[config.mk]
export PLATFORM = sky130hd
export DESIGN_NAME = rf_data_buffer_and_slicer_lock
export DESIGN_NICKNAME = d
export VERILOG_FILES = /design/src/common/rf_buffer_pkg.sv /design/src/rtl/slicer_lock.sv /design/src/rtl/rx_deserializer.sv /design/src/rtl/rf_data_buffer_and_slicer_lock.sv
export VERILOG_INCLUDE_DIRS = /design/src /design/src/common
export SDC_FILE = /design/constraint.sdc
export NUM_CORES = 1
export LEC_CHECK = 0
export ABC_AREA = 1
export BUFFER_PORTS_ARGS = -buffer_cell sky130_fd_sc_hd__buf_2
export CORE_UTILIZATION = 65
export DETAILED_ROUTE_END_ITERATION = 8
export PLACE_DENSITY = 0.94
export RECOVER_POWER = 50
export SLEW_MARGIN = 40
export SYNTH_ARGS = -nofsm -noshare
export SYNTH_HDL_FRONTEND = slang
export SYNTH_SLANG_ARGS = --single-unit
[constraint.sdc]
create_clock -name clock -period 4.8 [get_ports clock]
set_clock_uncertainty 0.2 [all_clocks]
set_input_delay 0.24 -clock clock [delete_from_list [all_inputs] [get_ports clock]]
set_output_delay 0.24 -clock clock [all_outputs]
set_load 0.005 [all_outputs]
[src/common/rf_buffer_defs.svh]
// Purpose: Constants for the RF data buffer and slicer lock block
// Assumes: One 200 MHz clock; baud events arrive as one-cycle ticks
// Notes:   Offsets are byte addresses on the register port
// How it works
// - Byte mode shifts eight bits out, MSB first
// - Empty shifter reloads from buffer, buffer kept
// - Every transmit load raises the interrupt flag
// - Unwritten buffer byte is simply sent again
// - Bit mode loads buffer bit 0 per bit
// - Buffer preloaded before power-up loads at once
// - Receive shifts MSB first, full byte to buffer
// - Unread received byte is overwritten by next
// - Bit mode receive moves previous bit to bit 0
// - Slicer compares data filter with average filter
// - Lock request freezes the average filter
// - Auto lock after settling count of baud periods
// - Settling timer starts when receive mode entered
// - Lock state readable as a status bit
// - Locked level kept through power-down and transmit
// - Modem soft reset or main reset clears filter
// - Select 0 auto lock, select 1 follows request
// - Settling codes give 11, 22, 43, 86 bauds
`ifndef RF_BUFFER_DEFS_SVH
`define RF_BUFFER_DEFS_SVH

`define ADDR_RF_DATA_BUFFER      8'h00
`define ADDR_RF_CONTROL          8'h04
`define ADDR_RF_MAIN_CONTROL     8'h08
`define ADDR_DEMOD_CONTROL_ONE   8'h0c
`define ADDR_DEMOD_CONTROL_TWO   8'h10
`define ADDR_RF_STATUS           8'h14

`define RF_CONTROL_BYTEMODE_BIT       0
`define MAIN_TRANSMIT_POWER_DOWN_BIT           0
`define MAIN_RECEIVE_POWER_DOWN_BIT           1
`define MAIN_MANCHESTER_BIT      2
`define MOD1_MODEM_RUN_BIT       0
`define MOD1_PEAK_EN_BIT         1
`define MOD1_SETTLE_LSB          2
`define MOD1_LOCK_STATE_BIT      4
`define MOD1_LOCK_SELECT_BIT     5
`define MOD1_LOCK_REQUEST_BIT    6
`define STATUS_IRQ_BIT           0

`define RESET_RF_CONTROL         8'h06
`define RESET_RF_MAIN_CONTROL    8'h03
`define RESET_DEMOD_ONE          8'h2c
`define RESET_DEMOD_TWO          8'h16

`define SETTLE_CODE0             7'h0b
`define SETTLE_CODE1             7'h16
`define SETTLE_CODE2             7'h2b
`define SETTLE_CODE3             7'h56

`endif

[src/common/rf_buffer_pkg.sv]
// Purpose: Shared types for the RF data buffer block
// Assumes: Nothing beyond the defs header
// Notes:   Types only; numbers live in the defs header
package rf_buffer_pkg;

    typedef enum logic [1:0] {
        lock_free,
        lock_settling,
        lock_held
    } lock_state_t;

endpackage : rf_buffer_pkg

[src/rtl/slicer_lock.sv]
// Purpose: Averaging filter lock control and data slicer
// Assumes: Filter samples and baud tick synchronous to clock
// Notes:   Average is a leaky integrator; frozen while locked
`include "rf_buffer_defs.svh"
`timescale 1ns/1ps
`default_nettype none
module slicer_lock
    import rf_buffer_pkg::*;
#(
    parameter int WIDTH = 8
) (
    input  wire logic             clock,
    input  wire logic             rst,
    input  wire logic             soft_reset,
    input  wire logic             baud_tick,
    input  wire logic             sample_valid,
    input  wire logic [WIDTH-1:0] data_filter,
    input  wire logic             receive_on,
    input  wire logic             lock_select,
    input  wire logic             lock_request,
    input  wire logic [1:0]       settling,
    output logic                  sliced_bit,
    output logic                  locked
);

    function automatic logic [6:0] settle_count(input logic [1:0] code);
        unique case (code)
            2'h0: settle_count = `SETTLE_CODE0;
            2'h1: settle_count = `SETTLE_CODE1;
            2'h2: settle_count = `SETTLE_CODE2;
            2'h3: settle_count = `SETTLE_CODE3;
        endcase
    endfunction : settle_count

    lock_state_t      state;
    lock_state_t      next_state;
    logic [6:0]       timer;
    logic [6:0]       next_timer;
    logic [WIDTH+3:0] acc;
    logic [WIDTH+3:0] next_acc;
    logic             receive_was;
    logic             next_sliced_bit;
    logic [WIDTH-1:0] average;

    assign average = acc[WIDTH+3:4];

    always_comb begin
        next_state = state;
        next_timer = timer;
        next_acc   = acc;
        if (lock_select) begin
            next_state = lock_request ? lock_held : lock_free;
            next_timer = 7'h00;
        end else begin
            if (receive_on && !receive_was) begin
                next_state = lock_settling;
                next_timer = 7'h00;
            end else if (state == lock_settling && receive_on
                         && baud_tick) begin
                next_timer = timer + 7'h01;
                if (timer + 7'h01 >= settle_count(settling))
                    next_state = lock_held;
            end
        end
        // Held level survives power-down and transmit
        if (state != lock_held && receive_on && sample_valid)
            next_acc = acc - {4'h0, average} + {4'h0, data_filter};
        next_sliced_bit = sliced_bit;
        if (sample_valid)
            next_sliced_bit = (data_filter > average);
    end

    always_ff @(posedge clock or posedge rst) begin
        if (rst) begin
            state       <= lock_free;
            timer       <= 7'h00;
            acc         <= '0;
            receive_was <= 1'b0;
            sliced_bit  <= 1'b0;
            locked      <= 1'b0;
        end else if (soft_reset) begin
            state       <= lock_free;
            timer       <= 7'h00;
            acc         <= '0;
            receive_was <= 1'b0;
            sliced_bit  <= 1'b0;
            locked      <= 1'b0;
        end else begin
            state       <= next_state;
            timer       <= next_timer;
            acc         <= next_acc;
            receive_was <= receive_on;
            sliced_bit  <= next_sliced_bit;
            locked      <= (next_state == lock_held);
        end
    end

endmodule : slicer_lock
`default_nettype wire

[src/rtl/rx_deserializer.sv]
// Purpose: Receive shift register feeding the data buffer
// Assumes: One bit per bit_tick while receiving
// Notes:   Byte overwrites buffer with no check of reads
`timescale 1ns/1ps
`default_nettype none
module rx_deserializer (
    input  wire logic       clock,
    input  wire logic       rst,
    input  wire logic       soft_reset,
    input  wire logic       enable,
    input  wire logic       byte_mode,
    input  wire logic       bit_tick,
    input  wire logic       rx_bit,
    output logic            deliver,
    output logic [7:0]      deliver_data
);

    logic [7:0] shifter;
    logic [7:0] next_shifter;
    logic [2:0] count;
    logic [2:0] next_count;
    logic       next_deliver;
    logic [7:0] next_deliver_data;

    always_comb begin
        next_shifter      = shifter;
        next_count        = count;
        next_deliver      = 1'b0;
        next_deliver_data = deliver_data;
        if (!enable) begin
            next_count = 3'h0;
        end else if (bit_tick) begin
            next_shifter = {shifter[6:0], rx_bit};
            if (byte_mode) begin
                next_count = count + 3'h1;
                if (count == 3'h7) begin
                    next_deliver      = 1'b1;
                    next_deliver_data = {shifter[6:0], rx_bit};
                end
            end else begin
                next_deliver      = 1'b1;
                next_deliver_data = {7'h00, shifter[0]};
            end
        end
    end

    always_ff @(posedge clock or posedge rst) begin
        if (rst) begin
            shifter      <= 8'h00;
            count        <= 3'h0;
            deliver      <= 1'b0;
            deliver_data <= 8'h00;
        end else if (soft_reset) begin
            shifter      <= 8'h00;
            count        <= 3'h0;
            deliver      <= 1'b0;
            deliver_data <= 8'h00;
        end else begin
            shifter      <= next_shifter;
            count        <= next_count;
            deliver      <= next_deliver;
            deliver_data <= next_deliver_data;
        end
    end

endmodule : rx_deserializer
`default_nettype wire

[src/rtl/rf_data_buffer_and_slicer_lock.sv]
// Purpose: RF data buffer, serializers and slicer lock
// Assumes: baud_tick is one clock wide; Manchester ticks every chip
// Notes:   Transmit bit period is two ticks in Manchester mode
//
// The implementer's own choices: the strobed register port and the register addresses.
`include "rf_buffer_defs.svh"
`timescale 1ns/1ps
`default_nettype none
module rf_data_buffer_and_slicer_lock
    import rf_buffer_pkg::*;
#(
    parameter int FILTER_WIDTH = 8
) (
    input  wire logic                    clock,
    input  wire logic                    rst,
    input  wire logic [7:0]              address,
    input  wire logic [7:0]              write_data,
    input  wire logic                    write_strobe,
    input  wire logic                    read_strobe,
    output logic      [7:0]              read_data,
    input  wire logic                    baud_tick,
    input  wire logic                    rx_bit,
    input  wire logic                    sample_valid,
    input  wire logic [FILTER_WIDTH-1:0] data_filter,
    output logic                         tx_bit,
    output logic                         sliced_bit,
    output logic                         rf_irq_flag
);

    logic [7:0] rf_data_buffer;
    logic [7:0] rf_control;
    logic [7:0] rf_main_control;
    logic [7:0] demod_control_one;
    logic [7:0] demod_control_two;
    logic [7:0] next_rf_data_buffer;
    logic [7:0] next_rf_control;
    logic [7:0] next_rf_main_control;
    logic [7:0] next_demod_control_one;
    logic [7:0] next_demod_control_two;
    logic [7:0] next_read_data;
    logic       next_rf_irq_flag;

    logic [7:0] tx_shift;
    logic [7:0] next_tx_shift;
    logic [3:0] tx_left;
    logic [3:0] next_tx_left;
    logic       tx_half;
    logic       next_tx_half;
    logic       next_tx_bit;
    logic       tx_was_on;
    logic       next_tx_was_on;

    logic       byte_mode;
    logic       manchester;
    logic       tx_on;
    logic       rx_on;
    logic       soft_reset;
    logic       bit_tick;
    logic       rx_half;
    logic       next_rx_half;
    logic       rx_deliver;
    logic [7:0] rx_deliver_data;
    logic       avg_locked;
    logic       tx_load;
    logic [7:0] tx_load_value;

    assign byte_mode  = rf_control[`RF_CONTROL_BYTEMODE_BIT];
    assign manchester = rf_main_control[`MAIN_MANCHESTER_BIT];
    assign tx_on      = !rf_main_control[`MAIN_TRANSMIT_POWER_DOWN_BIT];
    assign rx_on      = !rf_main_control[`MAIN_RECEIVE_POWER_DOWN_BIT] && !tx_on;
    assign soft_reset = !demod_control_one[`MOD1_MODEM_RUN_BIT];
    // Manchester bit period spans two ticks
    assign bit_tick   = baud_tick && (!manchester || rx_half);

    rx_deserializer u_rx (
        .clock        (clock),
        .rst          (rst),
        .soft_reset   (soft_reset),
        .enable       (rx_on),
        .byte_mode    (byte_mode),
        .bit_tick     (bit_tick),
        .rx_bit       (rx_bit),
        .deliver      (rx_deliver),
        .deliver_data (rx_deliver_data)
    );

    slicer_lock #(
        .WIDTH (FILTER_WIDTH)
    ) u_lock (
        .clock        (clock),
        .rst          (rst),
        .soft_reset   (soft_reset),
        .baud_tick    (baud_tick),
        .sample_valid (sample_valid),
        .data_filter  (data_filter),
        .receive_on   (rx_on),
        .lock_select  (demod_control_one[`MOD1_LOCK_SELECT_BIT]),
        .lock_request (demod_control_one[`MOD1_LOCK_REQUEST_BIT]),
        .settling     (demod_control_one[`MOD1_SETTLE_LSB +: 2]),
        .sliced_bit   (sliced_bit),
        .locked       (avg_locked)
    );

    always_comb begin
        next_tx_shift  = tx_shift;
        next_tx_left   = tx_left;
        next_tx_half   = tx_half;
        next_tx_bit    = tx_bit;
        next_tx_was_on = tx_on;
        tx_load        = 1'b0;
        tx_load_value  = byte_mode ? rf_data_buffer
                                   : {7'h00, rf_data_buffer[0]};
        if (!tx_on) begin
            next_tx_left = 4'h0;
            next_tx_half = 1'b0;
        end else if (!tx_was_on) begin
            // Preloaded buffer enters the shifter at once
            tx_load       = 1'b1;
            next_tx_shift = tx_load_value;
            next_tx_left  = byte_mode ? 4'h8 : 4'h1;
        end else if (baud_tick) begin
            next_tx_half = manchester ? !tx_half : 1'b0;
            if (!manchester || tx_half) begin
                if (tx_left != 4'h0) begin
                    next_tx_bit = byte_mode ? tx_shift[7]
                                            : tx_shift[0];
                    next_tx_shift = {tx_shift[6:0], 1'b0};
                    next_tx_left  = tx_left - 4'h1;
                end
                if (tx_left <= 4'h1) begin
                    // Buffer is left as is, so an unwritten byte repeats
                    tx_load       = 1'b1;
                    next_tx_shift = tx_load_value;
                    next_tx_left  = byte_mode ? 4'h8 : 4'h1;
                end
            end
        end
    end

    always_comb begin
        next_rf_data_buffer    = rf_data_buffer;
        next_rf_control        = rf_control;
        next_rf_main_control   = rf_main_control;
        next_demod_control_one = demod_control_one;
        next_demod_control_two = demod_control_two;
        next_rf_irq_flag       = rf_irq_flag;
        next_read_data         = 8'h00;
        next_rx_half           = rx_half;
        if (!manchester || !rx_on)
            next_rx_half = 1'b0;
        else if (baud_tick)
            next_rx_half = !rx_half;
        if (read_strobe) begin
            unique case (address)
                `ADDR_RF_DATA_BUFFER:    next_read_data = rf_data_buffer;
                `ADDR_RF_CONTROL:        next_read_data = rf_control;
                `ADDR_RF_MAIN_CONTROL:   next_read_data = rf_main_control;
                `ADDR_DEMOD_CONTROL_ONE: begin
                    next_read_data = demod_control_one;
                    next_read_data[`MOD1_LOCK_STATE_BIT] = avg_locked;
                end
                `ADDR_DEMOD_CONTROL_TWO: next_read_data = demod_control_two;
                `ADDR_RF_STATUS:
                    next_read_data = {7'h00, rf_irq_flag};
                default:                 next_read_data = 8'h00;
            endcase
        end
        if (write_strobe) begin
            unique case (address)
                `ADDR_RF_DATA_BUFFER:    next_rf_data_buffer = write_data;
                `ADDR_RF_CONTROL:
                    next_rf_control = {4'h0, write_data[3:0]};
                `ADDR_RF_MAIN_CONTROL:
                    next_rf_main_control = {5'h00, write_data[2:0]};
                `ADDR_DEMOD_CONTROL_ONE:
                    next_demod_control_one = {1'b0, write_data[6:5], 1'b0,
                                              write_data[3:0]};
                `ADDR_DEMOD_CONTROL_TWO:
                    next_demod_control_two = {1'b0, write_data[6:0]};
                `ADDR_RF_STATUS:
                    if (write_data[`STATUS_IRQ_BIT])
                        next_rf_irq_flag = 1'b0;
                default: ;
            endcase
        end
        if (rx_deliver)
            next_rf_data_buffer = rx_deliver_data;
        // Hardware set wins over a same-cycle software clear
        if (tx_load || rx_deliver)
            next_rf_irq_flag = 1'b1;
    end

    always_ff @(posedge clock or posedge rst) begin
        if (rst) begin
            rf_data_buffer    <= 8'h00;
            rf_control        <= `RESET_RF_CONTROL;
            rf_main_control   <= `RESET_RF_MAIN_CONTROL;
            demod_control_one <= `RESET_DEMOD_ONE;
            demod_control_two <= `RESET_DEMOD_TWO;
            rf_irq_flag       <= 1'b0;
            read_data         <= 8'h00;
            rx_half           <= 1'b0;
            tx_shift          <= 8'h00;
            tx_left           <= 4'h0;
            tx_half           <= 1'b0;
            tx_bit            <= 1'b0;
            tx_was_on         <= 1'b0;
        end else begin
            rf_data_buffer    <= next_rf_data_buffer;
            rf_control        <= next_rf_control;
            rf_main_control   <= next_rf_main_control;
            demod_control_one <= next_demod_control_one;
            demod_control_two <= next_demod_control_two;
            rf_irq_flag       <= next_rf_irq_flag;
            read_data         <= next_read_data;
            rx_half           <= next_rx_half;
            tx_shift          <= next_tx_shift;
            tx_left           <= next_tx_left;
            tx_half           <= next_tx_half;
            tx_bit            <= next_tx_bit;
            tx_was_on         <= next_tx_was_on;
        end
    end

endmodule : rf_data_buffer_and_slicer_lock
`default_nettype wire

# Yosys cells after proc, flatten, opt, wreduce, memory -nomap -nowiden
# Cells that the tools add are included.
# totals
ff_bits	96
output_inout_bits	11
word_cells	171
# op_classes
n_addsub	5
n_lt_le_gt_ge	3
eq_ne	26
mux	71
n_bitwise	1
reduce_logical	42
# ops
operator	count
$mux 8	15
$mux 7	10
$pmux 8 s6	1
$mux 4	7
$pmux 7 s4	1
$mux 1	25
$mux 12	2
$eq 8x4->1 const B	2
$eq 8x5->1 const B	2
$reduce_and 2->1	8
$reduce_bool 2->1	8
$add 12x8->12	1
$mux 2	6
$mux 3	4
$sub 12x8->12	1
$ne 3x2->1 const B	3
$reduce_and 3->1	3
$eq 8x3->1 const B	1
$gt 8x8->1	1
$logic_not 8->1	1
$ne 2x1->1 const B	4
$add 7x1->7 const B	1
$ge 7x7->1	1
$logic_and 1x1->1	7
other kinds (18)	33

# Longest topological paths before layout
# logic_depth
depth_word	14
ltp_mapped	17

# Hierarchy
# From an unflattened synthesis, not the netlist that was laid out.
# hier_totals
cells_unflattened	780
hier_area_um2	5826.8
# by_module_without_submodules
module	n_inst	cells_per_inst	area_each_um2
rf_data_buffer_and_slicer_lock	1	350	2672.6
slicer_lock	1	325	2265.9
rx_deserializer	1	105	888.4

# Worst setup path after synthesis
# Ideal clock, no wire load.
# synth_timing
path_type	reg-to-reg
startpoint	register u_lock.timer[0]
endpoint	register u_lock.state[0]
setup_ps	66
arrival_ps	2009
t_required_ps	4534
path_slack_ps	2524
stages_incl_launch_ff	16
path_buffers	0
synth_period_minus_slack_ps	2276
cell_sequence	dfrtp_1 > ha_1 > nand3_1 > nor2_1 > nand2_1 > xor2_1 > inv_1 > ha_1 > nand2_1 > inv_1 > a21oi_1 > nand2_1 > nand2_1 > nand2_1 > a21oi_1 > and2_1
# synth_via
elab_chain_cells	7
# synth_rtl
element	line	rtl
start: declaration	slicer_lock.sv:37	logic [6:0] timer;
start signal: assignment	slicer_lock.sv:90	timer <= next_timer;
$add 7x1->7	slicer_lock.sv:61	if (timer + 7'h01 >= settle_count(settling))
$ge 7x7->1	slicer_lock.sv:61	
$mux 2	slicer_lock.sv:61	
$mux 2	slicer_lock.sv:58	end else if (state == lock_settling && receive_on
$mux 2	slicer_lock.sv:55	if (receive_on && !receive_was) begin
$mux 2	slicer_lock.sv:51	if (lock_select) begin
$mux 2	slicer_lock.sv:81	end else if (soft_reset) begin
end signal: assignment	slicer_lock.sv:75	state <= lock_free;
end signal: assignment	slicer_lock.sv:82	state <= lock_free;
end signal: assignment	slicer_lock.sv:89	state <= next_state;
end: declaration	slicer_lock.sv:35	lock_state_t state;
# Every way passes these cells.
# A chain may end at the register's enable or synchronous reset.

==> results.txt <==
The tools report the number of antenna violations at the first check in global routing as 0. Input and output buffers added on the ports amount to 41. The final layout contains routed wiring with a total length of 12.9 mm. For the largest net degree at the start of global routing, the log shows 62. Routability-driven placement finished with a final weighted congestion of 0.955.

For the count of unique library cells instantiated by Yosys, the log shows 47. The logs give 0 for the final number of hold-violating endpoints and 3 for the deepest level of the CTS H-tree. The fraction of layout cells with a size suffix above 1 came out at 13.4%. The worst hold path was traced through 3 stages. TritonCTS built the clock tree.

The tightest hold path in the finished design has a slack of 0.0162 ns. The fraction of synthesis flops using an asynchronous set or reset pin is 100%. For the final routed database, the setup TNS stands at 0 ns. The root cell of the clock tree was clkbuf_8. The slew of the pin with the lowest slew margin works out to 2.61 ns. The deepest clock path buffer count is 2. The most used flip-flop cell after synthesis is dfrtp_1. In this run, placement finished with an instance count of 839. The relative slew slack was -74.9%; the number of antenna repair diodes was 0. The residual DRC count is 0, and the synthesis-to-finish area growth is 7.38%. The smallest clock period supported by the final layout is computed as 2.73 ns. The setup path with the least slack is of type in -> async. Sequential elements use 41.9% of the synthesized area. Setup repair after global routing left no endpoint under its margin. The number of maximum-capacitance constraint violations came out at 1. Setup violations remaining at the end of the flow were counted as 0. For this run the aggregate overflow at the end of global routing stands at 0.

The die covers 9250 sq um. The tools report the insertion delay of the later-clocked pin in the worst-skew pair as 0.38 ns. Once detail routing completed, the nets flagged for antenna violations numbered 0. Cells fill 73.8% of the core in the end.

The count of final max-slew check failures was 62; the per-cell routed wire length was 15.0 um. Static timing analysis puts the maximum clock frequency at 366 MHz. For the minimum setup slack after placement, the log shows 2.32 ns. The number of global-route vias before repair is 4,765. Clock net sink count: 96. Starting utilization of the core area: 68.8%. Across all layers, the routed design uses 4,928 vias. The synthesized design contains 0 enable-type register cells. STA classifies the critical path startpoint as an input port. The final reports fail on max-capacitance violations, max-slew violations. The part of the cycle the worst path needs works out to 57.0%. The number of nets in the synthesized netlist is 776.

Clock tree synthesis inserted a total of 9 buffers. For the final worst-path setup slack, the log shows 2.07 ns. From left edge to right edge, the die measures 96.2 um. For the global-route wire length before repair, the log shows 21.7 mm. The worst vdd rail ir drop was 0.167 mV; the area of the core was 8380 sq um. For this run, the number of standard cells in the final layout without fillers is 864. The worst setup path is captured at an asynchronous set/reset pin. The worst-path maximum fanout was 61. The number of synthesized register bits works out to 96. Measured in cells, the most critical reg-to-reg path has a length of 15. The number of DRC markers after the initial detailed-route iteration was 337; the net total in the final layout was 825. The via density per instance is 5.70, and the clock slew seen by the registers of the worst setup and hold paths is 0.10 ns.

The power per standard cell area is 295 nW/um^2. The analysis attributes to cell leakage a power of 3.09 nW. The run gives 5760 sq um as the cell area after synthesis. The count of cells resized by post-cts repair is 0, and the half-perimeter wire length after placement is 9.63 mm.

Yosys printed 0 warnings. For the worst setup path, the data required time is 5.08 ns. In this run the vertical extent of the chip is 96.2 um. The flow ran to the end, but the final reports show violations. The post-synthesis cell count is 705, and the data arrival time of the worst path is 3.02 ns. Type of the worst min-delay path: in -> reg. The total track usage is 31.1%. The run gives 42 as the number of top-level design ports. The number of rows in the core area was 33. A synthesized cell averages 8.18 sq um. The detailed-router iteration count before antenna repair is 5.
-- synth_stat cells, types with 2 or more instances --
master      n  area share, %
nor2_2      3           0.33
nand3_1    27            2.3
clkbuf_1    3           0.20
nor3_4      2           0.56
o211ai_1    3           0.39
inv_1     116            7.6
buf_6       3           0.59
nand2_1   163             11
nand4_1     3           0.33
nor2_4      6            1.2
nand2_4     3           0.59
mux2i_1     2           0.35
buf_2       4           0.35
ha_1       32            6.9
o31ai_1     7           0.91
a21oi_1    29            2.5
dfrtp_1    86             37
a31oi_1     2           0.22
nor2_1     44            2.9
o21ai_2    18            2.7
a21oi_2     3           0.46
nor3_1      3           0.26
buf_4       2           0.26
fa_1        8            2.8
o21ai_0    40            3.5
xor2_1      7            1.1
dfstp_2    10            4.6
o22ai_1    18            2.0
o21ai_1    19            1.6
o21bai_1    2           0.26
nand2_2    10            1.1
inv_2      12           0.78
-- power breakdown --
part           switching, mW  internal (mW)
logic                  0.243          0.119
registers             0.0303          0.861
clock network          0.317          0.252
total                  0.590           1.23
-- cells in the final DEF, fill, tap and decap left out, drive strengths merged, types with 2 or more instances in the layout --
cell type    Yosys  layout
o21ai           77      77
a31oi            2       2
clkbuf           3      21
o22ai           18      18
nor3             6       6
nor2            53      53
dfrtp           86      86
a21o             2       2
inv            129     130
clkinvlp         0       2
a21oi           32      32
nand2          176     176
buf             10      30
dlygate4sd3      0       9
xor2             7       7
dfstp           10      10
mux2i            2       2
o21bai           2       2
ha              32      32
o31ai            7       7
o211ai           3       3
or2              3       3
clkinv           0       3
nand4            4       4
fa               8       8
nand3           28      28
-- path summary, 6_finish.rpt --
| path | startpoint | end | slack (ns) |
|---|---|---|---|
| worst max-delay path | rst | rf_control[2] | 2.07 |
| worst min-delay path | write_data[2] | demod_control_one[2] | 0.02 |
| worst max register to register | u_lock.timer[0] | u_lock.state[0] | 2.30 |
| worst min register to register | demod_control_two[1] | demod_control_two[1] | 0.28 |
| max in group clock | u_lock.timer[0] | u_lock.state[0] | 2.30 |
| min in group asynchronous | rst | u_lock.acc[5] | 0.93 |
-- per-stage QoR --
stage	total power [mW]	instance area (sq um)
4_1_cts	1.83	6320
3_5_place_dp	1.26	6010
5_1_grt	1.91	6190
2_1_floorplan	1.17	5760
6_report	1.82	6190
3_3_place_gp	1.23	6010
-- worst max-delay path, cell delays in order --
cell and delay, ns:
dlygate4sd3_1 0.52, buf_2 0.12, clkinvlp_2 1.48, buf_4 0.62
-- what timing repair did --
| action | CTS | global route |
|---|---|---|
| setup buffers | 0 | 0 |
| endpoints found under the hold margin | 69 | 0 |
| hold buffers | 9 | 0 |
-- cell type report --
| class | count | area (sq um) |
|---|---|---|
| Fill cell | 581 | 2190 |
| Tap cell | 105 | 131 |
| Timing Repair Buffer | 51 | 288 |
| Multi-Input combinational cell | 467 | 2650 |
| Clock inverter | 7 | 91.3 |
| Sequential cell | 96 | 2410 |
| Clock buffer | 9 | 124 |
| Inverter | 129 | 488 |
-- kinds of logic after synthesis --
group / count (synthesis) / share of synthesized area (%)
compound gates: 144 / 15.1
xor+xnor: 8 / 1.22
fa+ha+maj: 40 / 9.72
buf+inv: 142 / 10.2
flops: 96 / 41.9
mux: 2 / 0.347
simple gates: 273 / 21.6
-- metal layers --
metal / vias up / part of all wire, % / GRT usage (%)
met3: 40 / 5.2 / 4.58
met1: 2342 / 42 / 39.8
met2: 188 / 49 / 51.5
met4: 0 / 3.2 / 15.7
li1: 2358 / - / -
met5: - / 0 / 0
-- sequential cells by signal, indices dropped and copies added, names as in the netlist, 7 cells and up --
signal,count
u_lock.timer,7
demod_control_two,7
u_rx.shifter,7
rf_data_buffer,8
u_rx.deliver_data,8
tx_shift,8
u_lock.acc,12
read_data,8
(Power assumes the default switching activity.)
